<file path="config.mk">
export PLATFORM = sky130hd
export DESIGN_NAME = mis_slave
export DESIGN_NICKNAME = d
export VERILOG_FILES = /design/src/rtl/mis_pkg.sv /design/src/rtl/mis_slave.sv
export SDC_FILE = /design/constraint.sdc
export NUM_CORES = 1
export LEC_CHECK = 0
export ABC_CLOCK_PERIOD_IN_PS = 2600
export BUFFER_PORTS_ARGS = -buffer_cell sky130_fd_sc_hd__buf_4
export CORE_UTILIZATION = 55
export DETAILED_ROUTE_END_ITERATION = 10
export PLACE_DENSITY = 0.75
export SLEW_MARGIN = 25
export SYNTH_ARGS = -nofsm -noshare
export SYNTH_HDL_FRONTEND = slang
export SYNTH_SLANG_ARGS = --single-unit
</file>
<file path="constraint.sdc">
create_clock -name i_sys_clk -period 2.6 [get_ports i_sys_clk]
set_clock_uncertainty 0.05 [all_clocks]
set_input_delay 0.52 -clock i_sys_clk [delete_from_list [all_inputs] [get_ports i_sys_clk]]
set_output_delay 0.52 -clock i_sys_clk [all_outputs]
set_load 0.05 [all_outputs]
</file>
<file path="src/rtl/mis_pkg.sv">
package mis_pkg;
    // address layout and bus codes
    localparam logic [2:0] ADDR_UPPER = 3'h4;       // upper bits 100
    localparam logic [4:0] HS_CODE = 5'h01;         // master code 00001xxx
    localparam logic [7:0] GCALL_ADDR = 8'h00;      // general call, write
    localparam logic [7:0] GCALL_RESET = 8'h06;     // general call reset command
    localparam logic [7:0] CFG_PTR = 8'h00;         // configuration register pointer
    // configuration word fields
    localparam int CFG_RST_BIT = 15;
    localparam int MODE_LSB = 0;
    localparam int SHUNT_AVERAGING_FIELD_LSB = 3;
    localparam int BUS_VOLT_AVERAGING_FIELD_LSB = 7;
    localparam logic [15:0] CFG_RESET = 16'h399f;
    // strap level codes seen by the decoder
    localparam logic [1:0] STRAP_GND = 2'h0;
    localparam logic [1:0] STRAP_VS = 2'h1;
    localparam logic [1:0] STRAP_SDA = 2'h2;
    localparam logic [1:0] STRAP_SCL = 2'h3;
    // mode field codes
    localparam logic [2:0] MODE_PDOWN = 3'h0;
    localparam logic [2:0] MODE_ADC_OFF = 3'h4;
    localparam logic [2:0] MODE_CONT_BOTH = 3'h7;
    // timing
    localparam int CLK_MHZ = 200;
    localparam int RECOVER_US = 40;
    localparam int RECOVER_CYC = RECOVER_US * CLK_MHZ;
    localparam int TIMEOUT_MS = 28;
    localparam int TIMEOUT_CYC = TIMEOUT_MS * 1000 * CLK_MHZ;
    localparam int FILT_FS_CYC = 10;                // about 50 ns spikes
    localparam int FILT_HS_CYC = 2;                 // about 10 ns spikes
    typedef enum logic [2:0] {
        MIS_IDLE = 3'b000,
        MIS_ADDR = 3'b001,
        MIS_PTR = 3'b010,
        MIS_WDATA = 3'b011,
        MIS_RDATA = 3'b100,
        MIS_GCALL = 3'b101,
        MIS_SKIP = 3'b110
    } mis_state_t;
endpackage

</file>
<file path="src/rtl/mis_slave.sv">
module mis_slave
    import mis_pkg::*;
#(
    parameter int TIMEOUT_CYCLES = TIMEOUT_CYC,
    parameter int RECOVER_CYCLES = RECOVER_CYC
)(
    input wire logic i_sys_clk,                   // system clock
    input wire logic i_sys_rst,                   // synchronous reset, high
    input wire logic i_scl,                       // clock line level
    input wire logic i_sda,                       // data line level
    output logic o_sda_out,                       // data drive value, always 0
    output logic o_sda_oe,                        // pulls data line low
    input wire logic [1:0] i_addr_select_low_pin, // low strap level code
    input wire logic [1:0] i_addr_select_high_pin,// high strap level code
    input wire logic [15:0] i_rd_word,            // word at the pointer
    output logic [7:0] o_ptr,                     // register pointer
    output logic o_wr_stb,                        // pulse: word write
    output logic [15:0] o_wr_word,                // written word
    output logic [15:0] o_cfg,                    // configuration register
    output logic o_conv_start,                    // pulse: start conversion
    output logic o_conv_shunt,                    // conversion includes shunt
    output logic o_conv_bus,                      // conversion includes bus
    input wire logic i_conv_done,                 // pulse: all work done
    output logic o_conversion_done_flag,          // ready flag
    output logic o_results_valid,                 // recovery elapsed
    output logic o_hs_mode                        // high-speed filters on
);
    import mis_pkg::*;

    // refuse counts the counters cannot serve
    if (TIMEOUT_CYCLES < 1 || RECOVER_CYCLES < 1)
    begin : g_bad_counts
        $error("mis_slave: counts must be positive");
    end

    // ------------------------------------------------------------
    // line synchronisers and glitch filters
    // ------------------------------------------------------------
    logic [1:0] scl_sync_q, sda_sync_q;
    logic scl_q, sda_q, scl_prev_q, sda_prev_q;
    logic [3:0] scl_cnt_q, sda_cnt_q;
    logic hs_q;
    logic [3:0] filt_len;

    assign filt_len = hs_q ? 4'(FILT_HS_CYC) : 4'(FILT_FS_CYC);

    // two flops per line before anything looks at it
    always_ff @(posedge i_sys_clk)
    begin
        if (i_sys_rst)
        begin
            scl_sync_q <= 2'h3;
            sda_sync_q <= 2'h3;
        end
        else
        begin
            scl_sync_q <= {scl_sync_q[0], i_scl};
            sda_sync_q <= {sda_sync_q[0], i_sda};
        end
    end

    // a level must hold filt_len cycles before it is accepted
    always_ff @(posedge i_sys_clk)
    begin
        if (i_sys_rst)
        begin
            scl_q <= 1'b1;
            sda_q <= 1'b1;
            scl_cnt_q <= 4'h0;
            sda_cnt_q <= 4'h0;
        end
        else
        begin
            if (scl_sync_q[1] == scl_q)
                scl_cnt_q <= 4'h0;
            else if (scl_cnt_q + 4'h1 >= filt_len)
            begin
                scl_q <= scl_sync_q[1];
                scl_cnt_q <= 4'h0;
            end
            else
                scl_cnt_q <= scl_cnt_q + 4'h1;
            if (sda_sync_q[1] == sda_q)
                sda_cnt_q <= 4'h0;
            else if (sda_cnt_q + 4'h1 >= filt_len)
            begin
                sda_q <= sda_sync_q[1];
                sda_cnt_q <= 4'h0;
            end
            else
                sda_cnt_q <= sda_cnt_q + 4'h1;
        end
    end

    always_ff @(posedge i_sys_clk)
    begin
        if (i_sys_rst)
        begin
            scl_prev_q <= 1'b1;
            sda_prev_q <= 1'b1;
        end
        else
        begin
            scl_prev_q <= scl_q;
            sda_prev_q <= sda_q;
        end
    end

    logic scl_rise, scl_fall, start_ev, stop_ev;
    assign scl_rise = scl_q & ~scl_prev_q;
    assign scl_fall = ~scl_q & scl_prev_q;
    assign start_ev = scl_q & scl_prev_q & sda_prev_q & ~sda_q;
    assign stop_ev = scl_q & scl_prev_q & ~sda_prev_q & sda_q;

    // ------------------------------------------------------------
    // bus stuck-low timeout
    // ------------------------------------------------------------
    logic [31:0] low_cnt_q;
    logic timeout_q;

    // counting stops at the limit so a stuck bus fires one reset only
    always_ff @(posedge i_sys_clk)
    begin
        if (i_sys_rst || (scl_q && sda_q))
        begin
            low_cnt_q <= 32'h0;
            timeout_q <= 1'b0;
        end
        else if (low_cnt_q == 32'(TIMEOUT_CYCLES))
            timeout_q <= 1'b0;
        else
        begin
            low_cnt_q <= low_cnt_q + 32'h1;
            timeout_q <= (low_cnt_q + 32'h1 == 32'(TIMEOUT_CYCLES));
        end
    end

    // ------------------------------------------------------------
    // byte engine
    // ------------------------------------------------------------
    mis_state_t state_q;
    logic [7:0] shift_q;
    logic [3:0] bit_q;
    logic ack_phase_q, rnw_q, byte_idx_q, first_q, sda_oe_q;
    logic [6:0] my_addr_q;
    logic [7:0] ptr_q, hi_q;
    logic wr_stb_q, gc_rst_q;
    logic [15:0] wr_word_q;
    logic [7:0] rx_byte;

    assign rx_byte = {shift_q[6:0], sda_q};

    // strap decode taken at each start
    always_ff @(posedge i_sys_clk)
    begin
        if (i_sys_rst)
            my_addr_q <= {ADDR_UPPER, 4'h0};
        else if (start_ev)
            my_addr_q <= {ADDR_UPPER, i_addr_select_high_pin,
                          i_addr_select_low_pin};
    end

    // general call reset and timeout return the link to idle; a soft reset
    // leaves it alone so the ack of its own word still completes
    always_ff @(posedge i_sys_clk)
    begin
        if (i_sys_rst || timeout_q || gc_rst_q)
        begin
            state_q <= MIS_IDLE;
            bit_q <= 4'h0;
            ack_phase_q <= 1'b0;
            sda_oe_q <= 1'b0;
            rnw_q <= 1'b0;
            byte_idx_q <= 1'b0;
            first_q <= 1'b0;
            shift_q <= 8'h0;
            hi_q <= 8'h0;
            wr_stb_q <= 1'b0;
            gc_rst_q <= 1'b0;
            wr_word_q <= 16'h0;
        end
        else
        begin
            wr_stb_q <= 1'b0;
            gc_rst_q <= 1'b0;
            if (stop_ev)
            begin
                state_q <= MIS_IDLE;
                sda_oe_q <= 1'b0;
            end
            else if (start_ev)
            begin
                state_q <= MIS_ADDR;
                sda_oe_q <= 1'b0;
                bit_q <= 4'h0;
                ack_phase_q <= 1'b0;
            end
            else if (state_q != MIS_IDLE && scl_rise)
            begin
                if (ack_phase_q)
                begin
                    // in a read the master's ack after the upper byte decides whether to go on; after the lower byte the read always ends
                    if (state_q == MIS_RDATA && (sda_q || byte_idx_q))
                        state_q <= MIS_SKIP;
                end
                else
                begin
                    if (state_q != MIS_RDATA)
                        shift_q <= rx_byte;
                    bit_q <= bit_q + 4'h1;
                end
            end
            else if (state_q != MIS_IDLE && scl_fall)
            begin
                if (ack_phase_q)
                begin
                    ack_phase_q <= 1'b0;
                    sda_oe_q <= 1'b0;
                    bit_q <= 4'h0;
                    if (state_q == MIS_RDATA)
                    begin
                        // upper byte after the address ack, lower after the master's ack
                        first_q <= 1'b0;
                        byte_idx_q <= ~first_q;
                        if (first_q)
                        begin
                            sda_oe_q <= ~i_rd_word[15];
                            shift_q <= {i_rd_word[14:8], 1'b0};
                        end
                        else
                        begin
                            sda_oe_q <= ~i_rd_word[7];
                            shift_q <= {i_rd_word[6:0], 1'b0};
                        end
                    end
                end
                else if (bit_q == 4'h8)
                begin
                    ack_phase_q <= 1'b1;
                    case (state_q)
                        MIS_ADDR:
                        begin
                            rnw_q <= shift_q[0];
                            byte_idx_q <= 1'b0;
                            first_q <= 1'b1;
                            if (shift_q[7:1] == my_addr_q)
                            begin
                                sda_oe_q <= 1'b1;
                                state_q <= shift_q[0] ? MIS_RDATA : MIS_PTR;
                            end
                            else if (shift_q == GCALL_ADDR)
                            begin
                                sda_oe_q <= 1'b1;
                                state_q <= MIS_GCALL;
                            end
                            else
                                state_q <= MIS_SKIP; // hs code not acked
                        end
                        MIS_PTR:
                        begin
                            sda_oe_q <= 1'b1;
                            state_q <= MIS_WDATA;
                        end
                        MIS_WDATA:
                        begin
                            sda_oe_q <= 1'b1;
                            if (!byte_idx_q)
                                hi_q <= shift_q;
                            else
                            begin
                                wr_word_q <= {hi_q, shift_q};
                                wr_stb_q <= 1'b1;
                            end
                            byte_idx_q <= ~byte_idx_q;
                        end
                        MIS_RDATA:
                            sda_oe_q <= 1'b0; // master drives ack
                        MIS_GCALL:
                        begin
                            sda_oe_q <= 1'b1;
                            gc_rst_q <= (shift_q == GCALL_RESET);
                            state_q <= MIS_SKIP;
                        end
                        default:
                            state_q <= MIS_SKIP;
                    endcase
                end
                else if (state_q == MIS_RDATA)
                    begin
                        sda_oe_q <= ~shift_q[7];
                        shift_q <= {shift_q[6:0], 1'b0};
                    end
            end
        end
    end

    // pointer changes only on the write path
    always_ff @(posedge i_sys_clk)
    begin
        if (i_sys_rst || gc_rst_q || (wr_stb_q && ptr_q == CFG_PTR && wr_word_q[CFG_RST_BIT]))
            ptr_q <= CFG_PTR;
        else if (state_q == MIS_PTR && scl_fall && bit_q == 4'h8 && !ack_phase_q)
            ptr_q <= shift_q;
    end

    // high-speed flag: master code seen, cleared at stop
    always_ff @(posedge i_sys_clk)
    begin
        if (i_sys_rst || stop_ev || timeout_q)
            hs_q <= 1'b0;
        else if (state_q == MIS_ADDR && scl_fall && bit_q == 4'h8 && !ack_phase_q &&
                 shift_q[7:3] == HS_CODE)
            hs_q <= 1'b1;
    end

    // ------------------------------------------------------------
    // configuration side effects
    // ------------------------------------------------------------
    logic cfg_wr;
    logic [2:0] new_mode;
    logic [31:0] rec_cnt_q;
    logic cfg_q_valid, start_q, shunt_q, bus_q, ready_q;
    logic [15:0] cfg_q;

    assign cfg_wr = wr_stb_q && ptr_q == CFG_PTR;
    assign new_mode = wr_word_q[MODE_LSB +: 3];

    always_ff @(posedge i_sys_clk)
    begin
        if (i_sys_rst || gc_rst_q || (cfg_wr && wr_word_q[CFG_RST_BIT]))
            cfg_q <= CFG_RESET;
        else if (cfg_wr)
            cfg_q <= wr_word_q;
    end

    // shunt bit 0, bus bit 1, continuous bit 2; averaging counts go with cfg
    always_ff @(posedge i_sys_clk)
    begin
        if (i_sys_rst || gc_rst_q)
        begin
            start_q <= 1'b0;
            shunt_q <= 1'b0;
            bus_q <= 1'b0;
        end
        else
        begin
            start_q <= 1'b0;
            shunt_q <= cfg_q[MODE_LSB];
            bus_q <= cfg_q[MODE_LSB + 1];
            if (cfg_wr && !wr_word_q[CFG_RST_BIT] && !wr_word_q[MODE_LSB + 2] &&
                new_mode != MODE_PDOWN)
                start_q <= 1'b1;
            else if ((cfg_wr && new_mode[2] && new_mode != MODE_ADC_OFF) ||
                     (i_conv_done && cfg_q[MODE_LSB + 2] && cfg_q[MODE_LSB +: 3] != MODE_ADC_OFF))
                start_q <= 1'b1; // continuous start and restart
        end
    end

    // recovery after power-down; slow to avoid reading a cold front end
    always_ff @(posedge i_sys_clk)
    begin
        if (i_sys_rst || cfg_q[MODE_LSB +: 3] == MODE_PDOWN)
        begin
            rec_cnt_q <= 32'h0;
            cfg_q_valid <= i_sys_rst;
        end
        else if (!cfg_q_valid)
        begin
            rec_cnt_q <= rec_cnt_q + 32'h1;
            cfg_q_valid <= (rec_cnt_q + 32'h1 >= 32'(RECOVER_CYCLES));
        end
    end

    // ready flag: set wins over clear
    always_ff @(posedge i_sys_clk)
    begin
        if (i_sys_rst || gc_rst_q)
            ready_q <= 1'b0;
        else if (i_conv_done)
            ready_q <= 1'b1;
        else if (cfg_wr && new_mode != MODE_PDOWN && new_mode != MODE_ADC_OFF)
            ready_q <= 1'b0;
    end

    // outputs straight from flops, except o_sda_out, which is tied to 0
    assign o_sda_out = 1'b0;
    assign o_sda_oe = sda_oe_q;
    assign o_ptr = ptr_q;
    assign o_wr_stb = wr_stb_q;
    assign o_wr_word = wr_word_q;
    assign o_cfg = cfg_q;
    assign o_conv_start = start_q;
    assign o_conv_shunt = shunt_q;
    assign o_conv_bus = bus_q;
    assign o_conversion_done_flag = ready_q;
    assign o_results_valid = cfg_q_valid;
    assign o_hs_mode = hs_q;
endmodule

</file>
# ---- Word level (Yosys, flattened, before mapping)
# Cells that the tools add are included.
dict set report op_classes {
  n_eq_ne 34
  bitwise_logic 26
  div_mod_pow 0
  addsub 5
  n_mul 0
  n_reduce_logical 72
  n_shift 0
  magnitude_cmp 3
  muxes 54
}
# op count
set ops {}
lappend ops {{$mux 8} 9}
lappend ops {{$add 32x1->32 const B} 2}
lappend ops {{$eq 32x23->1 const B} 2}
lappend ops {{$ge 32x13->1 const B} 1}
lappend ops {{$mux 1} 27}
lappend ops {{$mux 3} 8}
lappend ops {{$mux 4} 6}
lappend ops {{$reduce_and 8->1} 3}
lappend ops {{$logic_and 1x1->1} 22}
lappend ops {{$ne 3x3->1 const B} 7}
lappend ops {{$not 1->1} 19}
lappend ops {{$reduce_bool 3->1} 6}
lappend ops {{$logic_not 8->1} 2}
lappend ops {{$reduce_or 8->1} 2}
lappend ops {{$reduce_and 7->1} 2}
lappend ops {{$add 4x1->4 const B} 3}
lappend ops {{$ne 3x2->1 const B} 4}
lappend ops {{$reduce_and 6->1} 2}
lappend ops {{$reduce_bool 2->1} 6}
lappend ops {{$reduce_or 3->1} 4}
lappend ops {{$logic_or 1x1->1} 10}
lappend ops {{$pmux 3 s3} 1}
lappend ops {{$eq 8x3->1 const B} 1}
lappend ops {{$ge 4x4->1} 2}
lappend ops {{other kinds (24)} 43}
dict set report word_totals {
  mem_bits_rw 0
  regBits 160
  memories 0
  out_inout_bits 49
  input_bits 25
  wordCells 226
  romBits 0
  latchBits 0
}

# ---- Depth between registers and ports, before layout
dict set report logic_depth {
  ltp_word 9
  depth_mapped 10
  depth_no_buf 9
}

# ---- Worst setup path before layout
# OpenSTA, ideal clock, no wires.
dict set report synth_timing {
  path_kind {flip-flop to flip-flop}
  startpoint {reg rec_cnt_q[0]}
  endpoint {reg cfg_q_valid, in the netlist o_results_valid}
  synth_period_minus_slack_ns 2.292
  slack_ns 0.308
  t_required_ns 2.413
  setup_time_ns 0.137
  n_path_buf 0
  arrival_ns 2.105
  stages_incl_launch_ff 9
  path_cell_list {dfxtp_1 ha_1 nand3_1 or2_4 nor3_1 xor2_1 or4_1 nor4_1 a41oi_1}
}
dict set report synth_via {
  elab_chain_cells 4
}
# item line
set synth_rtl {}
lappend synth_rtl {{start: declaration} mis_slave.sv:321} ;# logic [31:0] rec_cnt_q;
lappend synth_rtl {{start signal: assignment} mis_slave.sv:369} ;# rec_cnt_q <= rec_cnt_q + 32'h1;
lappend synth_rtl {{$add 32x1->32} mis_slave.sv:370} ;# cfg_q_valid <= (rec_cnt_q + 32'h1 >= 32'(RECOVER_CYCLES));
lappend synth_rtl {{$ge 32x13->1} mis_slave.sv:370}
lappend synth_rtl {{$mux 1} mis_slave.sv:367} ;# else if (!cfg_q_valid)
lappend synth_rtl {{$mux 1} mis_slave.sv:362} ;# if (i_sys_rst || cfg_q[MODE_LSB +: 3] == MODE_PDOWN)
lappend synth_rtl {{end signal: assignment} mis_slave.sv:365} ;# cfg_q_valid <= i_sys_rst;
lappend synth_rtl {{end signal: assignment} mis_slave.sv:370}
lappend synth_rtl {{end: declaration} mis_slave.sv:322} ;# logic cfg_q_valid, start_q, shunt_q, bus_q, ready_q;
# Every way passes these cells.
# A chain may end at the register's enable or synchronous reset.

# ---- Worst setup path in the final report
dict set report layout_timing {
  startpoint {reg low_cnt_q[8]}
  endpoint {reg timeout_q}
}
dict set report layout_via {
  elab_chain_cells 2
  elab_cells_between_ends 4
  cone_classes {1 x add/sub; 2 x eq/ne; 1 x reduce/logical}
}
# item line
set layout_rtl {}
lappend layout_rtl {{start: declaration} mis_slave.sv:118} ;# logic [31:0] low_cnt_q;
lappend layout_rtl {{start signal: assignment} mis_slave.sv:133} ;# low_cnt_q <= low_cnt_q + 32'h1;
lappend layout_rtl {{$add 32x1->32 or $eq 32x23->1 (tied branches)} {mis_slave.sv:134, mis_slave.sv:129}}
lappend layout_rtl {{$eq 32x23->1 or $reduce_or 2->1 (tied branches)} --}
lappend layout_rtl {{end signal: assignment} mis_slave.sv:134} ;# timeout_q <= (low_cnt_q + 32'h1 == 32'(TIMEOUT_CYCLES));
lappend layout_rtl {{end: declaration} mis_slave.sv:119} ;# logic timeout_q;
# Several ways; a longest one is shown, not always the timed one.

==> impl_metrics.csv <==
group,metric,value,unit
synthesis,synthArstFlopShare,0,%
synthesis,synthTopCellsByCount,"dfxtp_1 (160), nor2_1 (159), nand2_1 (78)",
cts,htreeDepth,4,
synthesis,synth_flop_cell,"dfxtp_1",
worst_setup_path,required,2.86,ns
finish,seqCellArea,0.003203,mm²
run,drv_cap,0,
synthesis,synth_edf_count,0,
worst_setup_path,start_kind,"flip-flop",
sta,period_needed,2.354,ns
sta,finalHoldViolCount,0,
finish,fin_area,0.009196,mm²
synthesis,synth_area_leaders,"dfxtp_1 (41%), nor2_1 (7.6%), mux2i_1 (6.7%), xor2_1 (4.7%), xnor2_1 (4.4%)",
drt,ant_nets,0,
power_and_ir_drop,irDropWorstVdd,0.5851,mV
placed_design,io_buffer_count,72,
drt,firstDrtPassIters,5,
synthesis,synth_cell_types,67,
global_routing,track_usage,23.93,%
die,io_pins,74,
synthesis,synth_area,0.007901,mm²
cts,post_cts_buffers,0,
synthesis,ys_seq_area_share,40.54,%
finish,fillers,1188,
hold_path,hp-class,"in2reg",
synthesis,postSynthAreaPerCell,8.460,µm²
drt,drtIter0Drc,391,
sta,setup_viol,0,
cts,hold_buffers,0,
placed_design,dp_cells,1155,
sta,drv_slew,0,
global_routing,first_global_vias,6072,
drt,drc,0,
global_routing,grt_max_degree,40,
status,outcome,"completed",
global_routing,grt_pass1_wl,28.20,mm
die,rows,43,
finish,area_delta_synth_final,16.39,%
finish,nNetsFinal,1030,
finish,multi_input_area,0.004407,mm²
sta,worst_pin_slew,0.7106,ns
worst_setup_path,path_max_fanout,9,
power_and_ir_drop,p_per_area,544.1,mW/mm²
placed_design,finalWeightedCongestion,0.9211,
sta,max_freq,0.4247,GHz
power_and_ir_drop,power.total,5004,µW
cts,cts_max_path_buffers,2,
synthesis,synth_nets,970,
placed_design,dpl.hpwl,11.88,mm
worst_setup_path,critPathCaptureType,"flip-flop",
cts,clk_latency,0.43,ns
drt,post_drt_wl_per_cell,14.37,µm
drt,finalWirelength,17.06,mm
cts,cts_buffers,17,
die,dieWidth,121.9,µm
synthesis,synth-seq-cells,160,
sta,tns,0,ns
drt,vias,6594,
synthesis,synthCells,934,
cts,root_buffer,"clkbuf_16",
sta,rsz0062_at_grt,"no",
finish,drive_gt1_share,15.39,%
synthesis,yosysTopAreaCell,"dfxtp_1",
finish,diodes,0,
sta,max-slew-margin-rel,52.48,%
cts,clk_pin_slew,0.07,ns
sta,hold-worst-slack,0.2176,ns
worst_setup_path,crit_type,"reg2reg",
drt,vias_per_cell,5.555,
power_and_ir_drop,leakage,0.003759,µW
worst_setup_path,cp.arrival,2.62,ns
sta,finalCritPeriodShare,90.56,%
finish,fin_cells,1187,
die,die_h,121.9,µm
die,core,0.01393,mm²
synthesis,synth_most_common_cell,"dfxtp_1",
die,initial_utilization,56.70,%
die,dieArea,0.01485,mm²
synthesis,ys_warn_count,0,
global_routing,antenna_found_initial,0,
global_routing,overflow,0,
synthesis,yosysTopAreaCellShare,40.54,%
cts,cts_sinks,160,
cts,cts_repair_resize_count,0,
placed_design,dpl-instance-area,0.008605,mm²
cts,cts_tree,"done",
## layout make-up
type | count | area share [%]
Timing Repair Buffer | 95 | 7.755
Tap cell | 180 | 2.449
Sequential cell | 160 | 34.83
Multi-Input combinational cell | 705 | 47.92
Inverter | 15 | 0.6122
Clock buffer | 17 | 4.626
Clock inverter | 15 | 1.810
## stage by stage
stage	util [%]	setup slack [ns]
final	66.00	0.2456
after global routing	66.00	0.04994
after CTS	66.00	0.2476
after detailed placement	61.75	0.2690
after global placement	61.75	0.2854
after floorplan	-	0.3075
## final timing paths
path,from,end,slack [ns],cells past startpoint
hold reg to reg,scl_sync_q[0],scl_sync_q[1],0.37,1
setup reg to reg,low_cnt_q[8],timeout_q,0.25,7
setup / recovery,low_cnt_q[8],timeout_q,0.25,7
hold / removal,i_sda,sda_sync_q[0],0.22,2
## kinds of logic after synthesis
group                      after synthesis  synth area share, %
and+or+nand+nor                        462                30.50
DFF                                    160                40.54
AOI/OAI and AO/OA                       96                7.680
xor gates and xnor gates                82                9.089
buffers and inverters                   69                3.690
muxes                                   53                6.714
adders and majority gates               11                1.742
other                                    1              0.04746
## worst max-delay path: stages (launching register included)
cell,delay [ns]
dfxtp_1,0.49
and4_1,0.39
nand3_2,0.20
nor4_4,0.41
nand3b_1,0.11
o21ai_0,0.11
nand2b_1,0.10
a2111oi_2,0.38
## where the power goes
part / switching (µW) / internal (µW) / total (µW)
sequential: 3.62 / 2460 / 2460
clock: 1160 / 1290 / 2440
combinational: 59.9 / 41.4 / 101
## cell usage in the layout (no fill, tap or decap), types with 4 or more instances in the layout
| master | count |
|---|---|
| o21ai_0 | 20 |
| nor4_4 | 4 |
| nor3_1 | 18 |
| xnor2_1 | 40 |
| or3_1 | 12 |
| ha_1 | 11 |
| nor2_1 | 159 |
| nor2b_1 | 6 |
| mux2i_1 | 53 |
| clkinv_8 | 4 |
| dfxtp_1 | 160 |
| and2_1 | 9 |
| inv_1 | 15 |
| nand3b_1 | 6 |
| or4_1 | 4 |
| nand3_1 | 49 |
| buf_4 | 95 |
| or2_2 | 8 |
| nand2_1 | 78 |
| or2_1 | 4 |
| nand2b_1 | 13 |
| nand4_1 | 22 |
| clkbuf_16 | 17 |
| a31oi_1 | 10 |
| xor2_1 | 42 |
| and4_1 | 7 |
| nor4_1 | 14 |
| a21oi_1 | 32 |
| inv_6 | 4 |
| and3_1 | 26 |
## sequential cells by signal (all words and copies together) (netlist names), 3 cells and up
| name | count |
|---|---|
| my_addr_q | 4 |
| state_q | 3 |
| hi_q | 8 |
| shift_q | 8 |
| sda_cnt_q | 4 |
| o_ptr | 8 |
| o_wr_word | 16 |
| rec_cnt_q | 32 |
| bit_q | 4 |
| low_cnt_q | 32 |
| o_cfg | 16 |
| scl_cnt_q | 4 |
## routing by layer
metal | GRT usage [%] | share of wire [%] | vias up
met3 | 5.993 | 4.0 | 24
li1 | - | - | 3341
met5 | 0 | 0 | -
met4 | 6.867 | 1.1 | 0
met1 | 31.07 | 48 | 3093
met2 | 39.12 | 47 | 136
Note: power is estimated with default switching activity, not from simulation.
